===== src/rtl/pfx_pkg.sv =====
// Purpose: Constants and types shared by the pointer/flag/translate decoder
// Assumes: 8-bit opcode bytes, 16-bit registers, one core clock
// Notes:   Clock counts are the full instruction times, first byte to done, except CLK_INVALID: clocks left after the modrm byte
package pfx_pkg;

  // ****************************************
  // Opcodes
  // ****************************************
  localparam logic [7:0] OP_LOAD_EA             = 8'h8D;
  localparam logic [7:0] OP_LOAD_DATA_SEG_PTR   = 8'hC5;
  localparam logic [7:0] OP_LOAD_EXTRA_SEG_PTR  = 8'hC4;
  localparam logic [7:0] OP_FLAGS_TO_ACC_HIGH   = 8'h9F;
  localparam logic [7:0] OP_ACC_HIGH_TO_FLAGS   = 8'h9E;
  localparam logic [7:0] OP_PUSH_FLAGS          = 8'h9C;
  localparam logic [7:0] OP_XLATE               = 8'hD7;

  // ****************************************
  // Field positions and values
  // ****************************************
  localparam int         MOD_HI           = 7;
  localparam int         MOD_LO           = 6;
  localparam int         REG_HI           = 5;
  localparam int         REG_LO           = 3;
  localparam logic [1:0] MOD_REGISTER     = 2'h3;

  // ****************************************
  // Clock counts
  // ****************************************
  localparam logic [4:0] CLK_LOAD_EA            = 5'h06;
  localparam logic [4:0] CLK_LOAD_PTR           = 5'h1A;
  localparam logic [4:0] CLK_FLAGS_TO_ACC_HIGH  = 5'h02;
  localparam logic [4:0] CLK_ACC_HIGH_TO_FLAGS  = 5'h03;
  localparam logic [4:0] CLK_PUSH_FLAGS         = 5'h0D;
  localparam logic [4:0] CLK_XLATE              = 5'h0F;
  localparam logic [4:0] CLK_INVALID            = 5'h01;

  // ****************************************
  // Types
  // ****************************************
  typedef enum logic [2:0] {
    PFX_OP_NONE,
    PFX_OP_LOAD_EA,
    PFX_OP_LOAD_DATA_SEG_PTR,
    PFX_OP_LOAD_EXTRA_SEG_PTR,
    PFX_OP_FLAGS_TO_ACC_HIGH,
    PFX_OP_ACC_HIGH_TO_FLAGS,
    PFX_OP_PUSH_FLAGS,
    PFX_OP_XLATE
  } pfx_op_e;

  typedef enum logic [1:0] {
    PFX_ST_IDLE,
    PFX_ST_MODRM,
    PFX_ST_EXEC
  } pfx_state_e;

endpackage : pfx_pkg


===== src/rtl/pfx_dec_if.sv =====
// Purpose: Carries a classified opcode from the matcher to the sequencer
// Assumes: Purely combinational classification
// Notes:   The top drives the byte, the matcher returns the class
`timescale 1ns/100ps
interface pfx_dec_if;
  import pfx_pkg::*;
  logic [7:0] opcode;
  pfx_op_e    op;
  logic       needs_modrm;
  logic       ptr_load;
  logic [4:0] clocks;

  modport matcher (input opcode, output op, needs_modrm, ptr_load, clocks);
  modport user    (output opcode, input op, needs_modrm, ptr_load, clocks);
endinterface : pfx_dec_if


===== src/rtl/pfx_opcode_match.sv =====
// Purpose: Match a first opcode byte to one instruction of the group
// Assumes: Opcode is stable while it is examined
// Notes:   Unknown bytes classify as none with zero clocks
`timescale 1ns/100ps
module pfx_opcode_match
  import pfx_pkg::*;
(
  pfx_dec_if.matcher dec
);

  // Fixed first-byte compare, no modrm dependence here
  always_comb begin
    dec.op          = PFX_OP_NONE;
    dec.needs_modrm = 1'b0;
    dec.ptr_load    = 1'b0;
    dec.clocks      = 5'h00;
    unique case (dec.opcode)
      OP_LOAD_EA: begin
        dec.op          = PFX_OP_LOAD_EA;
        dec.needs_modrm = 1'b1;
        dec.clocks      = CLK_LOAD_EA;
      end
      OP_LOAD_DATA_SEG_PTR: begin
        dec.op          = PFX_OP_LOAD_DATA_SEG_PTR;
        dec.needs_modrm = 1'b1;
        dec.ptr_load    = 1'b1;
        dec.clocks      = CLK_LOAD_PTR;
      end
      OP_LOAD_EXTRA_SEG_PTR: begin
        dec.op          = PFX_OP_LOAD_EXTRA_SEG_PTR;
        dec.needs_modrm = 1'b1;
        dec.ptr_load    = 1'b1;
        dec.clocks      = CLK_LOAD_PTR;
      end
      OP_FLAGS_TO_ACC_HIGH: begin
        dec.op     = PFX_OP_FLAGS_TO_ACC_HIGH;
        dec.clocks = CLK_FLAGS_TO_ACC_HIGH;
      end
      OP_ACC_HIGH_TO_FLAGS: begin
        dec.op     = PFX_OP_ACC_HIGH_TO_FLAGS;
        dec.clocks = CLK_ACC_HIGH_TO_FLAGS;
      end
      OP_PUSH_FLAGS: begin
        dec.op     = PFX_OP_PUSH_FLAGS;
        dec.clocks = CLK_PUSH_FLAGS;
      end
      OP_XLATE: begin
        dec.op     = PFX_OP_XLATE;
        dec.clocks = CLK_XLATE;
      end
      default: begin
        dec.op = PFX_OP_NONE;
      end
    endcase
  end

endmodule : pfx_opcode_match


===== src/rtl/pfx_decode.sv =====
// Purpose: Decode and time the pointer, flag and translate instructions
// Assumes: Fetch offers one byte per clock with valid/ready; datapath
//          supplies effective address, memory words, flags and registers
// Notes:   Notes on behaviour
`timescale 1ns/100ps
module pfx_decode
  import pfx_pkg::*;
(
  input  wire logic        i_ref_clk,
  input  wire logic        i_rst_n,
  input  wire logic        i_byte_valid,
  input  wire logic [7:0]  i_byte,
  output      logic        o_byte_ready,
  input  wire logic [15:0] i_eff_addr,
  input  wire logic [15:0] i_mem_offset,
  input  wire logic [15:0] i_mem_segment,
  input  wire logic [15:0] i_flag_word,
  input  wire logic [15:0] i_acc,
  input  wire logic [15:0] i_table_base,
  input  wire logic [7:0]  i_table_byte,
  output      logic [15:0] o_table_addr,
  output      logic        o_busy,
  output      logic        o_done,
  output      logic        o_invalid,
  output      logic [2:0]  o_op,
  output      logic        o_reg_we,
  output      logic [2:0]  o_reg_sel,
  output      logic [15:0] o_reg_data,
  output      logic        o_data_segment_we,
  output      logic        o_extra_segment_we,
  output      logic [15:0] o_segment_data,
  output      logic        o_accumulator_high_byte_we,
  output      logic        o_accumulator_low_byte_we,
  output      logic [7:0]  o_acc_byte_data,
  output      logic        o_flags_low_we,
  output      logic [7:0]  o_flags_low_data,
  output      logic        o_push_we,
  output      logic [15:0] o_push_data
);

  // ****************************************
  // Opcode classification
  // ****************************************
  pfx_dec_if dec ();

  assign dec.opcode = i_byte;

  pfx_opcode_match u_match (
    .dec (dec)
  );

  // ****************************************
  // Sequencer state
  // ****************************************
  pfx_state_e state_r;
  pfx_op_e    op_r;
  logic [4:0] count_r;
  logic [2:0] reg_sel_r;

  // One byte per clock; stall fetch while an instruction executes
  assign o_byte_ready = (state_r != PFX_ST_EXEC);
  assign o_busy       = (state_r != PFX_ST_IDLE);
  assign o_op         = op_r;
  assign o_table_addr = i_table_base + {8'h00, i_acc[7:0]};

  function automatic logic is_last(input logic [4:0] cnt);
    is_last = (cnt == 5'h01);
  endfunction : is_last

  // Pointer loads have no register form; the address load accepts any mod
  function automatic logic is_bad_form(input pfx_op_e op, input logic [7:0] modrm);
    is_bad_form = (op != PFX_OP_LOAD_EA) && (modrm[MOD_HI:MOD_LO] == MOD_REGISTER);
  endfunction : is_bad_form

  wire take     = i_byte_valid && o_byte_ready;
  wire finish   = (state_r == PFX_ST_EXEC) && is_last(count_r);

  // State walk: idle -> (modrm) -> exec counting down to last clock
  always_ff @(posedge i_ref_clk or negedge i_rst_n) begin
    if (!i_rst_n) begin
      state_r   <= PFX_ST_IDLE;
      op_r      <= PFX_OP_NONE;
      count_r   <= 5'h00;
      reg_sel_r <= 3'h0;
    end else begin
      unique case (state_r)
        PFX_ST_IDLE: begin
          if (take && dec.op != PFX_OP_NONE) begin
            op_r <= dec.op;
            // First byte clock counts toward the total
            count_r <= dec.clocks - 5'h01;
            if (dec.needs_modrm) begin
              state_r <= PFX_ST_MODRM;
            end else if (dec.clocks == 5'h01) begin
              state_r <= PFX_ST_IDLE;
            end else begin
              state_r <= PFX_ST_EXEC;
            end
          end
        end
        PFX_ST_MODRM: begin
          if (take) begin
            reg_sel_r <= i_byte[REG_HI:REG_LO];
            // Register form of a pointer load ends after one clock
            if (is_bad_form(op_r, i_byte)) begin
              count_r <= CLK_INVALID;
            end else begin
              count_r <= count_r - 5'h01;
            end
            state_r <= PFX_ST_EXEC;
          end
        end
        PFX_ST_EXEC: begin
          // Count runs down; the last clock raises the strobes
          count_r <= count_r - 5'h01;
          if (is_last(count_r)) begin
            state_r <= PFX_ST_IDLE;
          end
        end
      endcase
    end
  end

  // ****************************************
  // Invalid encoding marker
  // ****************************************
  // Held from the modrm byte to the end of the sequence, so the
  // strobes stay quiet on the final clock
  logic bad_r;
  always_ff @(posedge i_ref_clk or negedge i_rst_n) begin
    if (!i_rst_n) begin
      bad_r <= 1'b0;
    end else if (state_r == PFX_ST_MODRM && take) begin
      bad_r <= is_bad_form(op_r, i_byte);
    end else if (state_r == PFX_ST_IDLE) begin
      bad_r <= 1'b0;
    end
  end

  // ****************************************
  // Completion strobes and write data
  // ****************************************
  // All effects land on the final clock, one pulse, so the datapath
  // sees a single commit point; limitation: inputs sampled on that clock
  always_ff @(posedge i_ref_clk or negedge i_rst_n) begin
    if (!i_rst_n) begin
      o_done                     <= 1'b0;
      o_invalid                  <= 1'b0;
      o_reg_we                   <= 1'b0;
      o_reg_sel                  <= 3'h0;
      o_reg_data                 <= 16'h0000;
      o_data_segment_we          <= 1'b0;
      o_extra_segment_we         <= 1'b0;
      o_segment_data             <= 16'h0000;
      o_accumulator_high_byte_we <= 1'b0;
      o_accumulator_low_byte_we  <= 1'b0;
      o_acc_byte_data            <= 8'h00;
      o_flags_low_we             <= 1'b0;
      o_flags_low_data           <= 8'h00;
      o_push_we                  <= 1'b0;
      o_push_data                <= 16'h0000;
    end else begin
      o_done                     <= finish;
      o_invalid                  <= finish && bad_r;
      o_reg_we                   <= 1'b0;
      o_data_segment_we          <= 1'b0;
      o_extra_segment_we         <= 1'b0;
      o_accumulator_high_byte_we <= 1'b0;
      o_accumulator_low_byte_we  <= 1'b0;
      o_flags_low_we             <= 1'b0;
      o_push_we                  <= 1'b0;
      if (finish && !bad_r) begin
        o_reg_sel <= reg_sel_r;
        unique case (op_r)
          PFX_OP_LOAD_EA: begin
            o_reg_we   <= 1'b1;
            o_reg_data <= i_eff_addr;
          end
          PFX_OP_LOAD_DATA_SEG_PTR: begin
            o_reg_we          <= 1'b1;
            o_reg_data        <= i_mem_offset;
            o_data_segment_we <= 1'b1;
            o_segment_data    <= i_mem_segment;
          end
          PFX_OP_LOAD_EXTRA_SEG_PTR: begin
            o_reg_we           <= 1'b1;
            o_reg_data         <= i_mem_offset;
            o_extra_segment_we <= 1'b1;
            o_segment_data     <= i_mem_segment;
          end
          PFX_OP_FLAGS_TO_ACC_HIGH: begin
            o_accumulator_high_byte_we <= 1'b1;
            o_acc_byte_data            <= i_flag_word[7:0];
          end
          PFX_OP_ACC_HIGH_TO_FLAGS: begin
            o_flags_low_we   <= 1'b1;
            o_flags_low_data <= i_acc[15:8];
          end
          PFX_OP_PUSH_FLAGS: begin
            o_push_we   <= 1'b1;
            o_push_data <= i_flag_word;
          end
          PFX_OP_XLATE: begin
            o_accumulator_low_byte_we <= 1'b1;
            o_acc_byte_data           <= i_table_byte;
          end
          default: begin
            o_reg_we <= 1'b0;
          end
        endcase
      end
    end
  end

endmodule : pfx_decode


===== config.mk =====
export PLATFORM = sky130hd
export DESIGN_NAME = pfx_decode
export DESIGN_NICKNAME = d
export VERILOG_FILES = /design/src/rtl/pfx_pkg.sv /design/src/rtl/pfx_dec_if.sv /design/src/rtl/pfx_opcode_match.sv /design/src/rtl/pfx_decode.sv
export SDC_FILE = /design/constraint.sdc
export NUM_CORES = 1
export LEC_CHECK = 0
export ABC_AREA = 1
export BUFFER_PORTS_ARGS = -buffer_cell sky130_fd_sc_hd__buf_2
export CAP_MARGIN = 20
export CORE_MARGIN = 4
export CORE_UTILIZATION = 28
export DETAILED_ROUTE_END_ITERATION = 8
export SYNTH_ARGS = -nofsm -noshare
export SYNTH_HDL_FRONTEND = slang
export SYNTH_SLANG_ARGS = --single-unit

===== constraint.sdc =====
create_clock -name i_ref_clk -period 2.6 [get_ports i_ref_clk]
set_input_delay 0.52 -clock i_ref_clk [delete_from_list [all_inputs] [get_ports i_ref_clk]]
set_output_delay 0.52 -clock i_ref_clk [all_outputs]
set_load 0.03 [all_outputs]

==> qor.log <==
[clock_network] clock edge transition at the registers on the reported setup and hold paths 0.07 ns
[routing] Remaining DRCs 0
[synth] proportion of register bits with asynchronous set or reset after synthesis 100%
[clock_network] Clock Tree Buf Depth 2
[cells_and_area] Cell Count, Final, Fillers Out 1029
[timing] worst hold-check slack 0.367 ns
[routing] routed vias/inst 4.34
[setup_path] data required time of the worst path 2.08 ns
[timing] minimum clock period 2.54 ns
[floorplanning] starting utilization of the core area 28.6%
[synth] Synth warnings 0
[power_and_ir_drop] Leakage Power 3.37 nW
[place] DP Cell Count 1012
[setup_path] number of buffer and inverter instances along the worst setup path 5
[cells_and_area] layout cells sized above 1 33.5%
[floorplanning] Die Ht 138 um
[cells_and_area] most used cells in the layout excluding fill and tap cells sky130_fd_sc_hd__buf_2 (202), sky130_fd_sc_hd__nand2_1 (201), sky130_fd_sc_hd__dfrtp_1 (90), sky130_fd_sc_hd__inv_1 (52), sky130_fd_sc_hd__o21ai_0 (51)
[timing] worst clock skew 0.0104 ns
[setup_path] maximum single-stage delay on the critical path 0.35 ns
[setup_path] delay-heaviest family, CP buffers and inverters
[synth] cell area after synthesis 0.00475 mm2
[place] final weighted congestion of routability-driven global placement 0.786
[routing] DRT antenna net count 0
[synth] number of nets in the synthesized netlist 714
[power_and_ir_drop] total power of the final layout 3.80 mW
[floorplanning] row count 47
[cells_and_area] Util after Layout 39.6%
[cells_and_area] # nets final 935
[timing] total of endpoints with negative setup slack in the final report 0
[cells_and_area] final antenna diode count 0
[clock_network] number of sinks on the clock net 90
[setup_path] Worst setup EP type output port
[timing] final max-slew violation count 0
[timing] transition time at the pin with the least slew margin 0.751 ns
[routing] violation count after the first detailed-routing iteration 197
[setup_path] most used cell along the critical path sky130_fd_sc_hd__buf_6
[synth] share of synthesized area occupied by flip-flops and latches 47.4%
[place] Setup WS pre-CTS -0.124 ns
[place] count of buffers from port buffering 211
[setup_path] crit path DAT 2.02 ns
[cells_and_area] number of filler cells placed in the layout 1743
[routing] routed length per placed instance 12.9 um
[floorplanning] floorplan core area 0.0166 mm2
[routing] wire length the detailed router placed on met1 6120 um
[min_path] class of the worst hold path primary input to flip-flop
[clock_network] CTS Root Buffer Type sky130_fd_sc_hd__clkbuf_16
[floorplanning] overall die area 0.0191 mm2
[grt] All-Layer GR Usage 13.5%
[setup_path] critical path startpoint i_acc[0]
[synth] leading register cell type out of synthesis sky130_fd_sc_hd__dfrtp_1
[synth] number of synthesized flops with an enable pin 0
[routing] Met2 Wirelength 6070 um
[grt] leftover overflow at the end of global routing 0
[cells_and_area] area grow syn2layout 38.2%
[timing] part of the cycle the worst path needs 97.7%
[synth] Avg Synthesized Cell Area 8.15 um2
[floorplanning] total I/O pin count 212
[grt] number of global-route vias before repair 4281
[outcome] status finished clean
[run] total of max-cap violations 0
[synth] Netlist cell types 35
[timing] Final TNS setup 0 ns
[routing] DR vias 4462
[routing] highest signal layer in the routed design met4
[place] area post-placement 0.00613 mm2
[setup_path] CP Max Fanout 2
[timing] final-report hold violation count 0
[cells_and_area] post-layout instance area 0.00656 mm2
[clock_network] TritonCTS buffer count 9
[timing] setup ws final 0.0600 ns
[cells_and_area] most frequent standard cell in the layout excluding fill and tap cells sky130_fd_sc_hd__buf_2
[setup_path] class of the most critical setup path primary input to output port
[timing] Slew HR 49.7%
[clock_network] TritonCTS clock tree done
[routing] total iterations of the first detailed-routing run 4
[setup_path] slowest CP cell sky130_fd_sc_hd__fa_2
[synth] synthesized instance count 583
[min_path] source of the worst hold timing path i_flag_word[10]
[grt] pin count of the biggest net entering global routing 52
[clock_network] H-Tree Depth 3
[power_and_ir_drop] power density over cell area 579 mW/mm2
[synth] register bit total from synthesis 90
[grt] global-route wire length before repair 21400 um
[setup_path] startpoint of the lowest-slack register-to-register path count_r[1]
[routing] met3 wirelength from detailed routing 876 um
[power_and_ir_drop] largest voltage drop on the vdd net 0.306 mV
[place] half-perimeter wire length after placement 10300 um
[setup_path] category of the worst setup path launch point primary input
[timing] setup repair after global routing missed its margin yes
[floorplanning] die width 138 um
[grt] number of antenna violations at the first check in global routing 0
[timing] achievable frequency 394 MHz
[clock_network] clock insertion delay at the later pin of the skew report 0.34 ns
[routing] Detailed Route WL 13300 um
[clock_network] setup fix buffers added after clock tree synthesis 0
[setup_path] series of cell instances along the critical path buf_6, ha_4, inv_2, fa_2, o21ai_1, buf_4, nand2_4, nand2_4, buf_6, nand3_4, xnor2_2, buf_6
logic make-up after synthesis:
group | synth area share (%)
AOI/OAI and AO/OA | 8.90
xor gates and xnor gates | 2.77
adders and majority gates | 4.37
buffers and inverters | 6.77
DFF | 47.4
muxes | 3.37
and+or+nand+nor | 26.4
worst reg2reg max path: stages (launching register included):
cell,delay [ns]
sky130_fd_sc_hd__dfrtp_1,0.38
sky130_fd_sc_hd__inv_1,0.09
sky130_fd_sc_hd__ha_1,0.15
sky130_fd_sc_hd__nand3_1,0.12
sky130_fd_sc_hd__inv_1,0.09
sky130_fd_sc_hd__nand2_2,0.09
sky130_fd_sc_hd__nor2_8,0.37
sky130_fd_sc_hd__o211ai_4,0.36
sky130_fd_sc_hd__nand2_1,0.15
sky130_fd_sc_hd__o21ai_0,0.09
Yosys cell counts (2+ instances only):
library cell,number,area share (%)
sky130_fd_sc_hd__dfrtp_1,90,47
sky130_fd_sc_hd__nor2_2,2,0.26
sky130_fd_sc_hd__mux2i_1,16,3.4
sky130_fd_sc_hd__nand3_1,41,4.3
sky130_fd_sc_hd__buf_2,8,0.84
sky130_fd_sc_hd__inv_1,53,4.2
sky130_fd_sc_hd__buf_4,3,0.47
sky130_fd_sc_hd__nand4_1,3,0.40
sky130_fd_sc_hd__nor2_4,2,0.47
sky130_fd_sc_hd__nor2_1,29,2.3
sky130_fd_sc_hd__xor2_1,12,2.2
sky130_fd_sc_hd__a21oi_1,6,0.63
sky130_fd_sc_hd__o21ai_0,53,5.6
sky130_fd_sc_hd__nand2_1,204,16
sky130_fd_sc_hd__o21ai_1,10,1.1
sky130_fd_sc_hd__nand2_2,3,0.40
sky130_fd_sc_hd__buf_6,4,0.95
sky130_fd_sc_hd__clkbuf_1,3,0.24
sky130_fd_sc_hd__ha_1,15,4.0
sky130_fd_sc_hd__nor3_1,9,0.95
sky130_fd_sc_hd__xnor2_1,3,0.55
worst paths after layout:
| check | endpoint | slack [ns] | cells past startpoint |
|---|---|---|---|
| max in group asynchronous | o_segment_data[5] | 1.42 | 3 |
| hold reg to reg | o_reg_sel[0] | 0.46 | 2 |
| setup reg to reg | o_reg_data[5] | 0.54 | 9 |
| hold / removal | o_push_data[10] | 0.37 | 3 |
| min in group asynchronous | o_push_data[10] | 0.55 | 2 |
| setup / recovery | o_table_addr[14] | 0.06 | 12 |
routing by layer:
layer | up-vias | global-route usage, %
li1 | 2311 | -
met1 | 1992 | 18.1
met2 | 145 | 21.1
met3 | 14 | 3.45
met4 | 0 | 5.15
met5 | - | 0
what timing repair did:
item / 4_1_cts / 5_1_grt
pin swaps: 0 / 8
gates resized for setup: 7 / 30
hold endpoints to repair: 10 / 0
hold buffers: 1 / 0
endpoints found under the setup margin: 5 / 8
state kept, by name, summed over array words and instances, names as in the netlist, 2 cells and up:
name and cells:
o_push_data 16, o_reg_data 16, o_segment_data 16, o_acc_byte_data 8, o_flags_low_data 8, count_r 5
o_op 3, o_reg_sel 3, reg_sel_r 3, state_r 2
area by class of cell:
type	count	area, um2	share of cell area, %
multi-input cells	421	2280	34.8
well taps	220	275	4.19
clock inverters	4	33.8	0.515
repair buffers	228	1260	19.2
inverters	54	203	3.09
clock buffers	12	256	3.91
flip-flops and latches	90	2250	34.3
power breakdown:
part	leakage, nW	total, mW	internal (mW)	switching [mW]
Sequential	0.911	1.54	1.48	0.0594
Combinational	2.32	0.997	0.371	0.626
Clock	0.140	1.26	0.709	0.551
Total	3.37	3.80	2.56	1.24
(Power assumes the default switching activity.)
